--- src/inc/lpmc_pkg.sv ---
// constants, register map and state codes for the low power mode controller
package lpmc_pkg;
    localparam logic [11:0] LPMC_OFS_CTRL = 12'h000;
    localparam logic [11:0] LPMC_OFS_STS  = 12'h004;
    localparam int CTRL_LP_BIT   = 0;
    localparam int CTRL_SBSEL_BIT = 1;
    localparam int CTRL_WUFC_BIT = 2;
    localparam int CTRL_SBFC_BIT = 3;
    localparam int CTRL_RTCWE_BIT = 8;
    localparam int STS_WEF_BIT   = 0;
    localparam int STS_SBF_BIT   = 1;
    localparam int STS_WCFG_LO   = 8;
    localparam int STS_WCFG_HI   = 9;
    localparam logic [31:0] LPMC_WORD_ZERO = 32'h0000_0000;
    localparam int CLK_PERIOD_NS  = 20;
    localparam int HSI_STARTUP_NS = 2000;
    localparam int REG_RECOVER_NS = 5000;
    localparam int RESET_TIME_NS  = 1000;
    localparam logic [15:0] HSI_CYC =
        16'((HSI_STARTUP_NS + CLK_PERIOD_NS - 1) / CLK_PERIOD_NS);
    localparam logic [15:0] REG_CYC =
        16'((REG_RECOVER_NS + CLK_PERIOD_NS - 1) / CLK_PERIOD_NS);
    localparam logic [15:0] RST_CYC =
        16'((RESET_TIME_NS + CLK_PERIOD_NS - 1) / CLK_PERIOD_NS);
    localparam logic [15:0] CNT_ONE = 16'h0001;
    // pin sync vector: {watchdog, reset pin n, rtc event, rtc alarm, wake pins}
    localparam logic [5:0] PIN_SYNC_RESET = 6'h10;
    typedef enum logic [2:0] {
        LPMC_RUN      = 3'b000,
        LPMC_ISR_EXIT = 3'b001,
        LPMC_SLEEP    = 3'b010,
        LPMC_STOP     = 3'b011,
        LPMC_STOP_WK  = 3'b100,
        LPMC_STANDBY  = 3'b101,
        LPMC_SB_EXIT  = 3'b110
    } lpmc_state_t;
endpackage

--- src/rtl/lpmc_top.sv ---
// low power mode controller: mode sequencing, gating and register file
`timescale 1ns/1ps
module lpmc_top import lpmc_pkg::*; (
    input  wire logic        SYS_CLK,
    input  wire logic        RST_N,
    input  wire logic        POR_N,
    input  wire logic        PSEL,
    input  wire logic        PENABLE,
    input  wire logic        PWRITE,
    input  wire logic [11:0] PADDR,
    input  wire logic [31:0] PWDATA,
    output logic      [31:0] PRDATA,
    output logic             PREADY,
    output logic             PSLVERR,
    input  wire logic        CORE_WAIT,
    input  wire logic        CORE_WAIT_EVENT,
    input  wire logic        CORE_DEEP_SLEEP,
    input  wire logic        CORE_SLEEP_ON_EXIT,
    input  wire logic        CORE_IN_ISR,
    input  wire logic        IRQ_PENDING,
    input  wire logic        EVENT_IN,
    input  wire logic [1:0]  WAKE_PIN,
    input  wire logic        RTC_ALARM,
    input  wire logic        RTC_EVENT,
    input  wire logic        EXT_RESET_PIN_N,
    input  wire logic        WATCHDOG_RESET,
    output logic             CORE_CLK_EN,
    output logic             DOMAIN_CLK_EN,
    output logic             HSI_OSC_EN,
    output logic             HSE_OSC_EN,
    output logic             REG_LOWPOWER,
    output logic             CORE_POWER_EN,
    output logic             CHIP_RESET_REQ,
    output logic             WAKE_REQ,
    output logic             WAKE_TO_ISR,
    output logic             RTC_WRITE_EN
);
    lpmc_state_t state;
    lpmc_state_t next_state;
    logic [15:0] cnt;
    logic [15:0] next_cnt;
    logic        entered_wfe;
    logic        stop_lp;
    logic        sbsel;
    logic        rtc_we;
    logic        wake_flag;
    logic        sb_flag;
    logic [1:0]  wake_cfg;
    logic [1:0]  wufc_pipe;
    logic [5:0]  pin_s1;
    logic [5:0]  pin_s2;
    logic [5:0]  pin_s3;
    logic        wr_ctrl;
    logic        wr_sts;
    logic        woke;
    logic        sb_wake;
    logic        pin_rise;
    logic        bus_end;

    function automatic logic addr_ok(input logic [11:0] a);
        return (a == LPMC_OFS_CTRL) || (a == LPMC_OFS_STS);
    endfunction

    function automatic logic in_deep(input lpmc_state_t s);
        return (s == LPMC_STOP) || (s == LPMC_STOP_WK)
            || (s == LPMC_STANDBY) || (s == LPMC_SB_EXIT);
    endfunction

    // pins cross into the clock domain through two flops
    always_ff @(posedge SYS_CLK or negedge RST_N) begin
        if (!RST_N) begin
            pin_s1 <= PIN_SYNC_RESET;
            pin_s2 <= PIN_SYNC_RESET;
            pin_s3 <= PIN_SYNC_RESET;
        end else begin
            pin_s1 <= {WATCHDOG_RESET, EXT_RESET_PIN_N, RTC_EVENT, RTC_ALARM, WAKE_PIN};
            pin_s2 <= pin_s1;
            pin_s3 <= pin_s2;
        end
    end

    assign pin_rise = |(pin_s2[1:0] & ~pin_s3[1:0] & wake_cfg);
    assign sb_wake  = pin_rise || pin_s2[2] || pin_s2[3]
                   || !pin_s2[4] || pin_s2[5];

    // core signals share this clock, so no synchroniser
    assign woke = entered_wfe ? EVENT_IN : IRQ_PENDING;

    always_comb begin
        next_state = state;
        next_cnt   = cnt;
        unique case (state)
            LPMC_RUN: begin
                if (CORE_WAIT) begin
                    if (!CORE_DEEP_SLEEP) begin
                        if (CORE_SLEEP_ON_EXIT && CORE_IN_ISR)
                            next_state = LPMC_ISR_EXIT;
                        else
                            next_state = LPMC_SLEEP;
                    end else if (!sbsel) begin
                        next_state = LPMC_STOP;
                    end else if (!wake_flag) begin
                        next_state = LPMC_STANDBY;
                    end
                end
            end
            LPMC_ISR_EXIT: begin
                if (!CORE_IN_ISR)
                    next_state = LPMC_SLEEP;
            end
            LPMC_SLEEP: begin
                if (woke)
                    next_state = LPMC_RUN;
            end
            LPMC_STOP: begin
                if (woke) begin
                    next_state = LPMC_STOP_WK;
                    next_cnt   = stop_lp ? 16'(HSI_CYC + REG_CYC) : HSI_CYC;
                end
            end
            LPMC_STOP_WK: begin
                next_cnt = cnt - CNT_ONE;
                if (cnt == CNT_ONE)
                    next_state = LPMC_RUN;
            end
            LPMC_STANDBY: begin
                if (sb_wake) begin
                    next_state = LPMC_SB_EXIT;
                    next_cnt   = RST_CYC;
                end
            end
            LPMC_SB_EXIT: begin
                next_cnt = cnt - CNT_ONE;
                if (cnt == CNT_ONE)
                    next_state = LPMC_RUN;
            end
            default: next_state = LPMC_RUN;
        endcase
    end

    always_ff @(posedge SYS_CLK or negedge RST_N) begin
        if (!RST_N) begin
            state       <= LPMC_RUN;
            cnt         <= '0;
            entered_wfe <= 1'b0;
        end else begin
            state <= next_state;
            cnt   <= next_cnt;
            if (state == LPMC_RUN && CORE_WAIT)
                entered_wfe <= CORE_WAIT_EVENT;
        end
    end

    // gating outputs follow the next state so every pin is a flop
    always_ff @(posedge SYS_CLK or negedge RST_N) begin
        if (!RST_N) begin
            CORE_CLK_EN    <= 1'b1;
            DOMAIN_CLK_EN  <= 1'b1;
            HSI_OSC_EN     <= 1'b1;
            HSE_OSC_EN     <= 1'b1;
            REG_LOWPOWER   <= 1'b0;
            CORE_POWER_EN  <= 1'b1;
            CHIP_RESET_REQ <= 1'b0;
            WAKE_REQ       <= 1'b0;
            WAKE_TO_ISR    <= 1'b0;
        end else begin
            CORE_CLK_EN    <= next_state == LPMC_RUN || next_state == LPMC_ISR_EXIT;
            DOMAIN_CLK_EN  <= !in_deep(next_state);
            HSI_OSC_EN     <= !in_deep(next_state) || next_state == LPMC_STOP_WK;
            HSE_OSC_EN     <= !in_deep(next_state);
            REG_LOWPOWER   <= next_state == LPMC_STOP && stop_lp;
            CORE_POWER_EN  <= next_state != LPMC_STANDBY;
            CHIP_RESET_REQ <= next_state == LPMC_SB_EXIT;
            WAKE_REQ       <= next_state == LPMC_RUN && state != LPMC_RUN;
            // interrupt wake sends core to handler; event wake resumes in line
            WAKE_TO_ISR    <= next_state == LPMC_RUN && state != LPMC_RUN
                           && !entered_wfe && state != LPMC_SB_EXIT;
        end
    end

    assign bus_end = PSEL && PENABLE && PREADY;
    assign wr_ctrl = bus_end && PWRITE && PADDR == LPMC_OFS_CTRL;
    assign wr_sts  = bus_end && PWRITE && PADDR == LPMC_OFS_STS;

    // control register, also wiped when leaving standby
    always_ff @(posedge SYS_CLK or negedge RST_N) begin
        if (!RST_N) begin
            stop_lp <= 1'b0;
            sbsel   <= 1'b0;
            rtc_we  <= 1'b0;
        end else if (state == LPMC_SB_EXIT) begin
            stop_lp <= 1'b0;
            sbsel   <= 1'b0;
            rtc_we  <= 1'b0;
        end else if (wr_ctrl) begin
            stop_lp <= PWDATA[CTRL_LP_BIT];
            sbsel   <= PWDATA[CTRL_SBSEL_BIT];
            rtc_we  <= PWDATA[CTRL_RTCWE_BIT];
        end
    end

    always_ff @(posedge SYS_CLK or negedge RST_N) begin
        if (!RST_N)
            RTC_WRITE_EN <= 1'b0;
        else
            RTC_WRITE_EN <= state != LPMC_SB_EXIT && (wr_ctrl ? PWDATA[CTRL_RTCWE_BIT] : rtc_we);
    end

    // wake flag: clear lands two cycles after the write, a set wins over it
    always_ff @(posedge SYS_CLK or negedge RST_N) begin
        if (!RST_N) begin
            wufc_pipe <= 2'h0;
            wake_flag <= 1'b0;
            wake_cfg  <= 2'h0;
        end else begin
            wufc_pipe <= {wufc_pipe[0], wr_ctrl && PWDATA[CTRL_WUFC_BIT]};
            if (|(pin_s2[1:0] & wake_cfg) || pin_s2[2])
                wake_flag <= 1'b1;
            else if (wufc_pipe[1])
                wake_flag <= 1'b0;
            if (wr_sts)
                wake_cfg <= PWDATA[STS_WCFG_HI:STS_WCFG_LO];
        end
    end

    // standby flag lives on power reset only, so it survives standby wake
    always_ff @(posedge SYS_CLK or negedge POR_N) begin
        if (!POR_N)
            sb_flag <= 1'b0;
        else if (next_state == LPMC_STANDBY)
            sb_flag <= 1'b1;
        else if (wr_ctrl && PWDATA[CTRL_SBFC_BIT])
            sb_flag <= 1'b0;
    end

    // bus: status read holds ready low one extra access cycle
    always_ff @(posedge SYS_CLK or negedge RST_N) begin
        if (!RST_N) begin
            PREADY  <= 1'b0;
            PSLVERR <= 1'b0;
            PRDATA  <= LPMC_WORD_ZERO;
        end else if (PSEL && !PENABLE) begin
            PREADY  <= PWRITE || PADDR != LPMC_OFS_STS;
            PSLVERR <= !addr_ok(PADDR);
            PRDATA  <= LPMC_WORD_ZERO;
            if (!PWRITE && PADDR == LPMC_OFS_CTRL) begin
                PRDATA[CTRL_LP_BIT]    <= stop_lp;
                PRDATA[CTRL_SBSEL_BIT] <= sbsel;
                PRDATA[CTRL_RTCWE_BIT] <= rtc_we;
            end
        end else if (PSEL && PENABLE && !PREADY) begin
            PREADY <= 1'b1;
            PRDATA <= LPMC_WORD_ZERO;
            PRDATA[STS_WEF_BIT] <= wake_flag;
            PRDATA[STS_SBF_BIT] <= sb_flag;
            PRDATA[STS_WCFG_HI:STS_WCFG_LO] <= wake_cfg;
        end else begin
            PREADY  <= 1'b0;
            PSLVERR <= 1'b0;
        end
    end
endmodule

--- config.mk ---
export PLATFORM = sky130hd
export DESIGN_NAME = lpmc_top
export DESIGN_NICKNAME = d
export VERILOG_FILES = /design/src/inc/lpmc_pkg.sv /design/src/rtl/lpmc_top.sv
export SDC_FILE = /design/constraint.sdc
export NUM_CORES = 1
export LEC_CHECK = 0
export BUFFER_PORTS_ARGS = -buffer_cell sky130_fd_sc_hd__buf_2
export CAP_MARGIN = 25
export CELL_PAD_IN_SITES_DETAIL_PLACEMENT = 0
export CELL_PAD_IN_SITES_GLOBAL_PLACEMENT = 1
export CORE_MARGIN = 2
export CORE_UTILIZATION = 36
export CTS_CLUSTER_SIZE = 10
export DETAILED_ROUTE_END_ITERATION = 8
export PLACE_DENSITY_LB_ADDON = 0.08
export SLEW_MARGIN = 10
export SYNTH_ARGS = -nofsm -noshare
export SYNTH_HDL_FRONTEND = slang
export SYNTH_SLANG_ARGS = --single-unit
export TNS_END_PERCENT = 50
--- constraint.sdc ---
create_clock -name SYS_CLK -period 1.8 [get_ports SYS_CLK]
set_input_delay 0.36 -clock SYS_CLK [delete_from_list [all_inputs] [get_ports SYS_CLK]]
set_output_delay 0.36 -clock SYS_CLK [all_outputs]
set_load 0.05 [all_outputs]
==> metrics <==
final WL roughly 6.3 mm; #FFs+latches synth 57; RSZ-0062 raised after global routing yes; Sequential Power Share 31.2%; global-route wire length before repair between 10 and 15 mm; die area 8520 µm²; Fmax achieved 557 MHz; Hold Violations, Final 0; power per cell area between 1000 and 1500 nW/µm²; YS warnings 0; final-report setup violation count 0; GRT Util Overall 16.2%; hpwl dp 4.37 mm; Tmin final 1.79 ns; H-tree depth 3; worst skew pair latency ~0.34 ns; crit-path max FO 5; clock tree from TritonCTS done; Max clock buf depth 2; DR iter-0 viols 103; drt via density between 4 and 5; fill count between 700 and 800; CTS buffer count 9; grt total ovfl 0; Worst setup EP type register; Unique masters post-synth 50; Sw Pwr approximately 0.0022 W; Initial Util 36.7%; GPL Wtd Cong 0.779; Die X 92.3 µm; worst hold path class primary input to asynchronous set/reset pin; Worst Skew 0.0103 ns; ANT cells 0; core area around 7600 µm²; WHS 0.00470 ns; synthesized area approximately 2800 µm²; Final Power 0.00536 W; sequential area share after synthesis 51.0%; Switching Fraction 40.8%; required time of the critical path 2.05 ns; combinational share of power a little under half; Critical Path AT 2.05 ns; Setup CP Type register to register; layout cells sized above 1 37.2%; Placed Cells roughly 460; syn_area_per_cell 10.1 µm²; P&R area growth vs syn 29.0%; startpoint types register; clock share of power 22.4%; FF-to-FF setup slack 0.005 ns; final net count 434; antenna viol nets, final 0; # port buffers 52; Cells after Synth between 200 and 300; period utilization 99.7%; clk slew on worst S/H paths 0.07 ns; drt pass-1 iters 4; io pins 107; row cnt 32; DRC Markers 0; status finished, final reports clean; largest net degree at the start of global routing 57; die height 92.3 µm; CTS Sinks 57; WL/cell approximately 13 µm; Final Max Tran Viols 0; vias post-DR 2,210; Non-Filler Instances 476; vias in the first global route 2,139; initial antenna violation count 0; VDD IR-drop max between 0.5 and 0.6 mV; Cell Int Power around 0.0032 W; root buffer cell clkbuf_8; Pleak 1.72 nW; max_cap viols 0
[layer usage]
metal	track usage [%]	wire length [µm]	part of all wire, %
met5	0	0	0
met3	4.56	258	4.1
met1	21.9	3060	49
met4	7.09	102	1.6
met2	24.3	2840	45
[flip-flops by register name, summed over array words and instances, names as in the netlist, 2 cells and up]
signal and count:
wufc_pipe 2, PRDATA 4, cnt 16, wake_cfg 2
pin_s3 2, pin_s1 6, pin_s2 6, state 3
[final cells by class]
class | count | area, µm² | share of cell area [%]
clock buffers | 9 | 124 | 3.42
repair buffers | 92 | 596 | 16.4
clock inverters | 7 | 71.3 | 1.97
flip-flops and latches | 57 | 1440 | 39.6
multi-input cells | 199 | 1230 | 34.0
inverters | 10 | 37.5 | 1.04
well taps | 102 | 128 | 3.52
[critical path, stage by stage, from the launching register on]
cell and delay [ns]:
dfrtp_2 0.45, nor4_4 0.34, nand4_1 0.19, a211o_1 0.37, nand2b_4 0.18, nor4_4 0.19
[through the flow]
stage	instance area (µm²)	setup WS, ns	util (%)	setup TNS, ns
finish	3620	0.00544	47.4	0
global route	3620	-0.0875	47.4	-1.16
CTS	3530	-0.00489	46.2	-0.00509
detailed placement	3320	-0.0441	43.4	-0.0788
global placement	3320	-0.0236	43.4	-0.0236
floorplan	2910	0.152	-	0
[power by group through the flow]
stage | registers (W) | clock network, W | logic [W]
final | 0.00168 | 0.00120 | 0.00249
after global routing | 0.00170 | 0.00130 | 0.00272
after CTS | 0.00167 | 0.00125 | 0.00231
after detailed placement | 0.00169 | 0 | 0.00228
after global placement | 0.00169 | 0 | 0.00226
after floorplan | 0.00194 | 0 | 0.00135
[cell usage in the layout, fill, tap and decap left out, drive strengths merged, types with 2 or more instances in the layout]
cell type,n
a211oi,2
a21oi,31
a31oi,2
and3,3
buf,91
clkbuf,9
clkinv,3
clkinvlp,3
conb,28
dfrtp,51
dfstp,6
ha,2
inv,10
mux2,2
mux2i,4
nand2,17
nand2b,7
nand3,13
nand3b,3
nand4,5
nor2,16
nor2b,5
nor3,11
nor4,6
o21ai,19
o22ai,5
o31ai,2
or4b,2
[path summary, 6_finish.rpt]
check,cells past startpoint,endpoint,start
min in group SYS_CLK,1,pin_s1[4]$_DFF_PN1_,EXT_RESET_PIN_N
worst max-delay path,5,WAKE_TO_ISR$_DFF_PN0_,cnt[10]$_DFFE_PN0P_
worst max register to register,5,WAKE_TO_ISR$_DFF_PN0_,cnt[10]$_DFFE_PN0P_
worst min register to register,0,pin_s2[1]$_DFF_PN0_,pin_s1[1]$_DFF_PN0_
max in group asynchronous,2,sb_flag$_DFFE_PN0P_,POR_N
worst min-delay path,2,WAKE_TO_ISR$_DFF_PN0_,RST_N
[kinds of logic (layout without fill, tap and decap cells)]
kind of cell | Yosys count | in the layout | share of synthesized area, %
AOI/OAI and AO/OA | 69 | 69 | 14.5
xor gates and xnor gates | 1 | 1 | 0.312
adders and majority gates | 2 | 2 | 0.891
buffers and inverters | 50 | 118 | 11.2
DFF | 57 | 57 | 51.0
muxes | 6 | 6 | 2.23
other | 1 | 28 | 0.134
and+or+nand+nor | 93 | 93 | 19.7
[Yosys cell counts, drive strengths merged]
library cell	instances	area [µm²]
o22ai	5	31.3
dfrtp	51	1280
nor3b	1	7.51
nand2b	7	51.3
a211oi	2	20.0
a21oi	31	155
or4	1	7.51
or4b	2	23.8
a211o	1	8.76
nand2	17	63.8
nor4b	1	15.0
mux2	2	22.5
ha	2	25.0
or3	1	6.26
nand4	5	31.3
a22o	1	8.76
o21ai	19	95.1
o221ai	1	15.0
clkbuf	2	7.51
nor2	16	60.1
mux2i	4	40.0
a31oi	2	12.5
nand3	13	70.1
a2bb2oi	1	8.76
and2	1	6.26
o32a	1	10.0
dfstp	6	158
conb	1	3.75
nand3b	3	22.5
o31ai	2	15.0
nor3	11	65.1
and3	3	18.8
o21bai	1	7.51
buf	38	269
o22a	1	8.76
nor4	6	73.8
o211a	1	10.0
inv	10	37.5
nor2b	5	31.3
xor2	1	8.76
[timing repair]
action / 4_1_cts / 5_1_grt
gates cloned: 0 / 1
resized for setup: 3 / 23
hold endpoints to repair: 1 / 0
pin swaps: 3 / 11
endpoints found under the setup margin: 6 / 19
hold buffers: 1 / 0
buffers inserted: 0 / 2
No activity file was read; power rests on OpenSTA's default activity.
